`src/common/bisr_pkg.sv`:
```
// Constants for the bridge identity status register block
package bisr_pkg;

  // ****************************************
  // Register map
  // ****************************************
  localparam logic [7:0]  BISR_OFS_IDENT    = 8'h84;   // Byte offset of the register
  localparam logic [31:0] BISR_UNMAPPED_VAL = 32'h0000_0000; // Read value elsewhere

  // ****************************************
  // Field positions
  // ****************************************
  localparam int BISR_FUNC_LSB = 0;    // Function number 2:0
  localparam int BISR_FUNC_MSB = 2;
  localparam int BISR_DEV_LSB  = 3;    // Device number 7:3
  localparam int BISR_DEV_MSB  = 7;
  localparam int BISR_BUS_LSB  = 8;    // Bus number 15:8
  localparam int BISR_BUS_MSB  = 15;
  localparam int BISR_B64_BIT  = 16;   // 64-bit primary capability bit

  // ****************************************
  // Reset and fixed values
  // ****************************************
  localparam logic [2:0] BISR_FUNC_RST = 3'h0;   // Function number after reset
  localparam logic [4:0] BISR_DEV_RST  = 5'h1F;  // Device number after reset
  localparam logic [7:0] BISR_BUS_RST  = 8'hFF;  // Bus number after reset
  localparam logic       BISR_B64_VAL  = 1'b0;   // No 64-bit primary interface

  // ****************************************
  // Address phase decode
  // ****************************************
  localparam logic [3:0] BISR_CMD_CFG_WR = 4'hB;  // Configuration write command
  localparam logic [1:0] BISR_TYPE0      = 2'h0;  // AD[1:0] of a type 0 access
  localparam int BISR_AD_FUNC_LSB = 8;            // AD[10:8] function select
  localparam int BISR_AD_FUNC_MSB = 10;
  localparam int BISR_AD_DEV_LSB  = 11;           // AD[15:11] device number
  localparam int BISR_AD_DEV_MSB  = 15;

endpackage

```
`src/rtl/bisr_ident_status.sv`:
```
// Bridge identity status register: function, device and bus numbers
`timescale 1ns/1ps
`default_nettype none

// Notes on behaviour
// - Function number field, bits 2:0, resets 000
// - Device number field, bits 7:3, resets 11111
// - Config write hit loads device from AD[15:11]
// - Hit: cfg write, IDSEL, type 0, function match
// - Bus number mirrors primary bus, resets FF
// - Split completion ID built from bus/dev/func
// - Same ID used in conventional PCI mode
// - Bit 16 always reads zero
module bisr_ident_status
  import bisr_pkg::*;
(
  input  wire logic        clk,          // 40 MHz bus clock
  input  wire logic        arst_n,       // Asynchronous reset, active low
  input  wire logic        ap_valid,     // Address phase present this cycle
  input  wire logic [3:0]  ap_cmd,       // Bus command of the address phase
  input  wire logic        ap_idsel,     // IDSEL during the address phase
  input  wire logic [31:0] ap_ad,        // AD lines during the address phase
  input  wire logic [7:0]  pri_bus_num,  // Primary bus number register of the header
  input  wire logic        rd_req,       // Register read request
  input  wire logic [7:0]  rd_offset,    // Byte offset of the read
  output logic             rd_valid,     // Read data valid, one cycle
  output logic [31:0]      rd_data,      // Read data
  output logic [15:0]      cpl_id        // Completer ID {bus, dev, func}
);

  // ****************************************
  // Decode helpers
  // ****************************************

  // True when an address phase is a type 0 config write aimed at this function
  function automatic logic cfg_wr_hit(input logic       v,
                                      input logic [3:0]  cmd,
                                      input logic        sel,
                                      input logic [31:0] ad,
                                      input logic [2:0]  fn);
    cfg_wr_hit = v && (cmd == BISR_CMD_CFG_WR) && sel
                 && (ad[1:0] == BISR_TYPE0)
                 && (ad[BISR_AD_FUNC_MSB:BISR_AD_FUNC_LSB] == fn);
  endfunction

  // Assemble the 32-bit register image from the fields
  function automatic logic [31:0] ident_word(input logic [7:0] bus,
                                             input logic [4:0] dev,
                                             input logic [2:0] fn);
    ident_word                              = 32'h0000_0000;
    ident_word[BISR_FUNC_MSB:BISR_FUNC_LSB] = fn;
    ident_word[BISR_DEV_MSB:BISR_DEV_LSB]   = dev;
    ident_word[BISR_BUS_MSB:BISR_BUS_LSB]   = bus;
    ident_word[BISR_B64_BIT]                = BISR_B64_VAL;
  endfunction

  // ****************************************
  // State
  // ****************************************
  typedef struct packed {
    logic [2:0]  func;       // Function number
    logic [4:0]  dev;        // Device number
    logic [7:0]  bus;        // Mirrored bus number
    logic        rd_valid;   // Read answer strobe
    logic [31:0] rd_data;    // Read answer data
    logic [15:0] cpl_id;     // Completer ID as driven out
  } bisr_state_t;

  bisr_state_t st;       // Registered state
  bisr_state_t next_st;  // Next state

  logic hit;  // Config write addressed to this function

  // ****************************************
  // Next state logic
  // ****************************************

  // One pass fills every field; read-only fields have no write path at all
  always_comb begin
    next_st = st;
    hit     = cfg_wr_hit(ap_valid, ap_cmd, ap_idsel, ap_ad, st.func);
    // Single-function bridge: function number is never rewritten
    next_st.func = st.func;
    if (hit) begin
      // Any register may be the target; capture happens regardless
      next_st.dev = ap_ad[BISR_AD_DEV_MSB:BISR_AD_DEV_LSB];
    end
    // Bus number follows the header register; write data never reaches it
    next_st.bus = pri_bus_num;
    // Completer ID, also the identity used in conventional PCI mode
    next_st.cpl_id = {st.bus, st.dev, st.func};
    // Read answer; direct writes to 0x84 carry no data path here
    next_st.rd_valid = rd_req;
    if (rd_req && (rd_offset == BISR_OFS_IDENT)) begin
      next_st.rd_data = ident_word(st.bus, st.dev, st.func);
    end else if (rd_req) begin
      // Unmapped offsets answer with zero rather than stale data
      next_st.rd_data = BISR_UNMAPPED_VAL;
    end else begin
      next_st.rd_data = st.rd_data;
    end
  end

  // ****************************************
  // State register
  // ****************************************

  // Constants only under reset; the fields show their reset values at once
  always_ff @(posedge clk or negedge arst_n) begin
    if (!arst_n) begin
      st.func     <= BISR_FUNC_RST;
      st.dev      <= BISR_DEV_RST;
      st.bus      <= BISR_BUS_RST;
      st.rd_valid <= 1'b0;
      st.rd_data  <= 32'h0000_0000;
      st.cpl_id   <= {BISR_BUS_RST, BISR_DEV_RST, BISR_FUNC_RST};
    end else begin
      st <= next_st;
    end
  end

  // Outputs straight from flip-flops
  assign rd_valid = st.rd_valid;
  assign rd_data  = st.rd_data;
  assign cpl_id   = st.cpl_id;

  // ****************************************
  // Assertions
  // ****************************************

  // The flops still sit in reset at the edge that releases it, so antecedents other than
  // those of p_dev_hold and p_b64_zero carry arst_n; otherwise that edge would start checks against ignored inputs
  property p_func_fixed;
    @(posedge clk) disable iff (!arst_n) st.func == BISR_FUNC_RST;
  endproperty
  a_func_fixed: assert property (p_func_fixed)
    else $error("Function number left its reset value");

  property p_dev_hold;
    @(posedge clk) disable iff (!arst_n) !hit |=> $stable(st.dev);
  endproperty
  a_dev_hold: assert property (p_dev_hold)
    else $error("Device number changed without a config write hit");

  property p_dev_load;
    @(posedge clk) disable iff (!arst_n)
      arst_n && hit |=> st.dev == $past(ap_ad[BISR_AD_DEV_MSB:BISR_AD_DEV_LSB]);
  endproperty
  a_dev_load: assert property (p_dev_load)
    else $error("Device number not loaded from AD[15:11]");

  property p_hit_decode;
    @(posedge clk) disable iff (!arst_n)
      arst_n && ap_valid && ap_idsel && (ap_cmd == BISR_CMD_CFG_WR) && (ap_ad[1:0] == BISR_TYPE0)
        && (ap_ad[BISR_AD_FUNC_MSB:BISR_AD_FUNC_LSB] == st.func)
        |=> st.dev == $past(ap_ad[BISR_AD_DEV_MSB:BISR_AD_DEV_LSB]);
  endproperty
  a_hit_decode: assert property (p_hit_decode)
    else $error("Qualifying config write did not load the device number");

  property p_bus_mirror;
    @(posedge clk) disable iff (!arst_n) arst_n |=> st.bus == $past(pri_bus_num);
  endproperty
  a_bus_mirror: assert property (p_bus_mirror)
    else $error("Bus number does not mirror the primary bus number");

  property p_cpl_id;
    @(posedge clk) disable iff (!arst_n)
      arst_n |=> cpl_id == {$past(st.bus), $past(st.dev), $past(st.func)};
  endproperty
  a_cpl_id: assert property (p_cpl_id)
    else $error("Completer ID does not match bus, device and function");

  property p_cpl_conv;
    @(posedge clk) disable iff (!arst_n)
      arst_n && hit |=> ##1 cpl_id[BISR_DEV_MSB:BISR_DEV_LSB] == $past(ap_ad[BISR_AD_DEV_MSB:BISR_AD_DEV_LSB], 2);
  endproperty
  a_cpl_conv: assert property (p_cpl_conv)
    else $error("Identity output lags a captured device number");

  property p_b64_zero;
    @(posedge clk) disable iff (!arst_n) rd_valid |-> rd_data[31:16] == 16'h0000;
  endproperty
  a_b64_zero: assert property (p_b64_zero)
    else $error("Bit 16 or upper bits read nonzero");

  property p_read_image;
    @(posedge clk) disable iff (!arst_n)
      arst_n && rd_req && (rd_offset == BISR_OFS_IDENT) |=>
        rd_valid && rd_data[15:0] == {$past(st.bus), $past(st.dev), $past(st.func)};
  endproperty
  a_read_image: assert property (p_read_image)
    else $error("Register read does not show the stored fields");

  // Every accepted read answers exactly one edge later, never early or twice
  property p_rd_strobe;
    @(posedge clk) disable iff (!arst_n) arst_n |=> rd_valid == $past(rd_req);
  endproperty
  a_rd_strobe: assert property (p_rd_strobe)
    else $error("Read answer strobe does not follow the request by one cycle");

  // The capability bit of a register read stays clear whatever was written
  property p_b64_image;
    @(posedge clk) disable iff (!arst_n)
      arst_n && rd_req && (rd_offset == BISR_OFS_IDENT) |=> rd_data[BISR_B64_BIT] == BISR_B64_VAL;
  endproperty
  a_b64_image: assert property (p_b64_image)
    else $error("64-bit capability bit read as set");

  // A write hit touches only the device number; no write data reaches func or bus
  property p_ro_hold;
    @(posedge clk) disable iff (!arst_n)
      arst_n && hit |=> st.func == $past(st.func) && st.bus == $past(pri_bus_num);
  endproperty
  a_ro_hold: assert property (p_ro_hold)
    else $error("Read-only field changed on a config write");

  // The function part of the identity never moves, in any bus mode
  property p_cpl_func;
    @(posedge clk) disable iff (!arst_n) cpl_id[BISR_FUNC_MSB:BISR_FUNC_LSB] == BISR_FUNC_RST;
  endproperty
  a_cpl_func: assert property (p_cpl_func)
    else $error("Completer ID function part moved");

endmodule

`default_nettype wire

```
`config.mk`:
```
export PLATFORM = sky130hd
export DESIGN_NAME = bisr_ident_status
export DESIGN_NICKNAME = d
export VERILOG_FILES = /design/src/common/bisr_pkg.sv /design/src/rtl/bisr_ident_status.sv
export SDC_FILE = /design/constraint.sdc
export NUM_CORES = 1
export LEC_CHECK = 0
export ABC_AREA = 1
export ABC_CLOCK_PERIOD_IN_PS = 2300
export BUFFER_PORTS_ARGS = -buffer_cell sky130_fd_sc_hd__buf_2
export CAP_MARGIN = 10
export CORE_MARGIN = 2
export CORE_UTILIZATION = 44
export CTS_CLUSTER_SIZE = 10
export DETAILED_ROUTE_END_ITERATION = 8
export HOLD_SLACK_MARGIN = 0.05
export PLACE_DENSITY = 0.79
export SLEW_MARGIN = 40
export SYNTH_ARGS = -nofsm -noshare
export SYNTH_HDL_FRONTEND = slang
export SYNTH_SLANG_ARGS = --single-unit
```
`constraint.sdc`:
```
create_clock -name clk -period 2.3 [get_ports clk]
set_input_delay 0.23 -clock clk [delete_from_list [all_inputs] [get_ports clk]]
set_output_delay 0.23 -clock clk [all_outputs]
set_load 0.02 [all_outputs]
```
# Word-level counts from Yosys, hierarchy flattened
# Index checks and enable logic that the tools add are counted.
[op_classes] n_addsub=0 n_mul=0 n_div=0 magnitude_cmp=0 n_eq_ne=2 shift=0 n_mux=2 n_bitwise=0 n_reduce_logical=8
[ops] op="$mux 32" n=2
[ops] op="$eq 8x8->1 const B" n=1
[ops] op="$logic_and 1x1->1" n=5
[ops] op="$eq 4x4->1 const B" n=1
[ops] op="$logic_not 3->1" n=1
[ops] op="$logic_not 2->1" n=1
[ops] op="$reduce_bool 2->1" n=1
[totals] ff_bits=59 latch_bits=0 ramBits=0 rom_bits=0 in_bits=57 output_inout_bits=49 mem_count=0

# Logic depth before layout (Yosys ltp)
[depth] word_depth=5 mapped_depth=6 depth_no_buf=6

# Least setup slack after synthesis
# Ideal clock, no wire load.
[synth_timing] path_type="input-to-reg" start="in rd_offset[6]" end="reg, netlist name rd_data[10]" setup_ps=66 t_arrival_ps=739 required_ps=2234 slack_ps=1496 stages=6 n_path_buf=1 path_cell_list="inv_1 nand2_1 nor2_2 buf_4 nand4_1 nand2_1"
[synth_between] elab_chain_len=3 word_cells_on_any_way=4 cone_classes="1 x eq/ne; 1 x mux; 2 x reduce/logical"
[synth_lines] element="start: declaration" line_no="bisr_ident_status.sv:25" text="input wire logic [7:0] rd_offset,"
[synth_lines] element="$eq 8x8->1 (*)" line_no="bisr_ident_status.sv:94" text="if (rd_req && (rd_offset == BISR_OFS_IDENT)) begin"
[synth_lines] element="$logic_and 1x1->1 (*)" line_no="bisr_ident_status.sv:94"
[synth_lines] element="$mux 32 / $reduce_bool 2->1 (equally long branches)"
# Mark *: on every way between the ends. The rest lies on a longest branch, timed or not.
# A chain may end at the register's enable or synchronous reset.

# Worst setup path after layout
[layout_timing] start="in rd_req" end="reg, netlist name rd_data[10]"
[layout_between] elab_chain_len=2 word_cells_on_any_way=3 cone_classes="1 x mux; 2 x reduce/logical"
[layout_lines] element="start: declaration" line_no="bisr_ident_status.sv:24" text="input wire logic rd_req,"
[layout_lines] element="$logic_and 1x1->1" line_no="bisr_ident_status.sv:94"
[layout_lines] element="$mux 32 / $reduce_bool 2->1 (equally long branches)"
# Several ways; a longest one is shown, not always the timed one.

==> reports/metrics.csv <==
metric,value,unit
minimum clock period after layout,1390,ps
#FFs+latches synth,40,
CP cell instances,dlygate4sd3_1 > buf_2 > nand2_1 > nor2_2 > nand4_1 > nand2_1,
GRT Overall Usage,0.158,
Die W,64.5,um
"EDFF count, synth",0,
Critical Path Start Type,primary input,
"antenna viol nets, final",0,
Avg Synthesized Cell Area,10.6,sq um
Synth async-reset ratio,1.00,
Slew @ Worst Pin,582,ps
total power per unit cell area,619,mW/mm^2
Clock Sinks,40,
crit share post-route,0.604,
fin. max-slew vios,0,
Die ar.,0.00417,sq mm
Hold Crit Class,primary input to register,
peak supply drop,0.000322,V
headroom to the max-slew limit,0.611,
global-route wire length before repair,5.02,mm
post-synthesis mux area share,0,
total number of vias,1175,
initial antenna violation count,0,
Area after DPL,0.00187,sq mm
Yosys top cell area share,0.424,
Synth warnings,0,
dpl ws,1100,ps
Non-Filler Instances,272,
DRT Pass-1 Iters,4,
GRT overflow,0,
mapped cell area,0.00161,sq mm
# setup viols final,0,
final hold viol count,0,
gpl congestion,0.672,
Mapped Cells,152,
"Top FF cell, synth",dfstp_2,
post-route setup slack,910,ps
setup_tns,0,ps
drt first-iter violations,72,
area occupied by multi-input gates,424,sq um
Clock Skew,6.33,ps
Starting Density,0.472,
vias per cell,4.32,
# resized after CTS,0,
CTS Buffer Depth,2,
flip-flop and latch area,0.00103,sq mm
Post-Synth Simple-Gate Area,0.212,
Fmax,720,MHz
Tot Pwr,1.26,mW
Final #Nets,282,
reg2reg setup slack,1500,ps
IO Port Bufs,61,
Crit Path Class,primary input to register,
Yosys cell types,14,
top post-synthesis cells by area,"dfstp_2 42%, dfrtp_1 22%, buf_4 11%",
Fillers,315,
post-route cell area,0.00204,sq mm
Skew-Pair Late Insertion Delay,330,ps
top-count cell post-synth,nand2_1,
crit-path max cell delay,530,ps
Wirelength per Cell,10.7,um
clock-pin slew on the worst setup and hold paths,100,ps
Synth Area in Compound Gates,0,
largest family of logic cells by synthesized area,simple AND/OR/NAND/NOR gates,
"area leader, netlist",dfstp_2,
chip height,64.5,um
CORE AREA,0.00342,sq mm
largest net degree at the start of global routing,41,
Adder-Cell Fraction of Synth Area,0,
Routed WL,2.90,mm
Inserted Clock Buffers,5,
XOR/XNOR share of the synthesized area,0,
H-tree depth,2,
status,"finished, final reports clean",
io pins,106,
synth cell count leaders,"45 x nand2_1, 26 x dfstp_2, 24 x buf_4",
Residual DRC,0,
placement row count,21,
Pleak,1.14,nW
Final HPWL DP,2.01,mm
share of cells above drive strength 1,0.442,
"Top cell by count, worst path",nand2_1,
Placed Cells,254,
"slowest stage cell, crit path",dlygate4sd3_1,
Layout area overhead,26.3,%
Max Cap Viol,0,
CTS Root Cell,clkbuf_4,
Worst Path Arrival,1650,ps
CP Max Fanout,13,
CP Data Required Time,2560,ps
antenna cells,0,
register area share after synthesis,0.641,
CTS tree,built,
RSZ-0062 raised after global routing,false,
vias in the first global route,1124,
Critical Path Sink Type,register,
## where the power goes
part | internal (mW) | switching, mW | total [mW]
sequential | 0.735 | 0.00694 | 0.742
combinational | 0.0449 | 0.0924 | 0.137
clock | 0.180 | 0.202 | 0.382
total | 0.960 | 0.302 | 1.26
## placed cells by master, fill, tap and decap left out
cell type | synthesis | routed
clkbuf_8 | 0 | 2
inv_1 | 12 | 12
nor2_2 | 4 | 4
nand4_1 | 13 | 13
dlygate4sd3_1 | 0 | 10
buf_4 | 24 | 1
nor2_1 | 4 | 4
clkbuf_1 | 1 | 1
nand3_1 | 5 | 5
clkbuf_4 | 0 | 5
dfrtp_1 | 14 | 14
nor3_4 | 1 | 1
nand2_1 | 45 | 45
dfstp_2 | 26 | 26
conb_1 | 1 | 22
buf_2 | 1 | 60
nand3_2 | 1 | 1
## final cells by class
class / count / area share
inverters: 12 / 0.0221
multi-input cells: 95 / 0.208
repair buffers: 71 / 0.200
well taps: 46 / 0.0283
clock buffers: 8 / 0.0338
flip-flops and latches: 40 / 0.507
## registers in the layout, summed over array words and instances, names as in the netlist
signal / count
rd_data: 13
rd_valid: 1
cpl_id: 13
next_st: 13
## metrics by stage
step                utilization  hold WS, ps
floorplan                     -        -65.6
global placement          0.546          336
detailed placement        0.546          337
CTS                       0.596         91.7
global route              0.596         99.5
finish                    0.596          110
## final timing paths
check,startpoint,cells past startpoint,endpoint
setup / recovery,rd_req,6,rd_data[10]
hold / removal,ap_ad[13],3,next_st[5]
setup reg to reg,next_st[5],2,rd_data[5]
hold reg to reg,next_st[12],0,cpl_id[12]
max in group asynchronous,arst_n,2,next_st[9]
min in group asynchronous,arst_n,2,rd_data[15]
## timing repair
action / 4_1_cts / 5_1_grt
hold buffers: 10 / 0
setup endpoints to repair: 0 / 0
buffers inserted: 0 / 0
endpoints found under the hold margin: 23 / 0
## critical path: cells and delay by family
kind / cells / cell delay (ps)
simple gates: 4 / 760
buf+inv: 2 / 660
## cell families after synthesis
kind of cell,after synthesis
buffers and inverters,38
AND/OR/NAND/NOR,73
other,1
flip-flops,40
## layer usage
metal | global-route usage | part of all wire | vias up | routed length (um)
li1 | - | - | 579 | -
met1 | 0.199 | 0.41 | 546 | 1190
met2 | 0.264 | 0.51 | 48 | 1490
met3 | 0.0313 | 0.068 | 2 | 198
met4 | 0.0718 | 0.011 | 0 | 33
met5 | 0 | 0 | - | 0
Power figures use the tool's default switching activity.
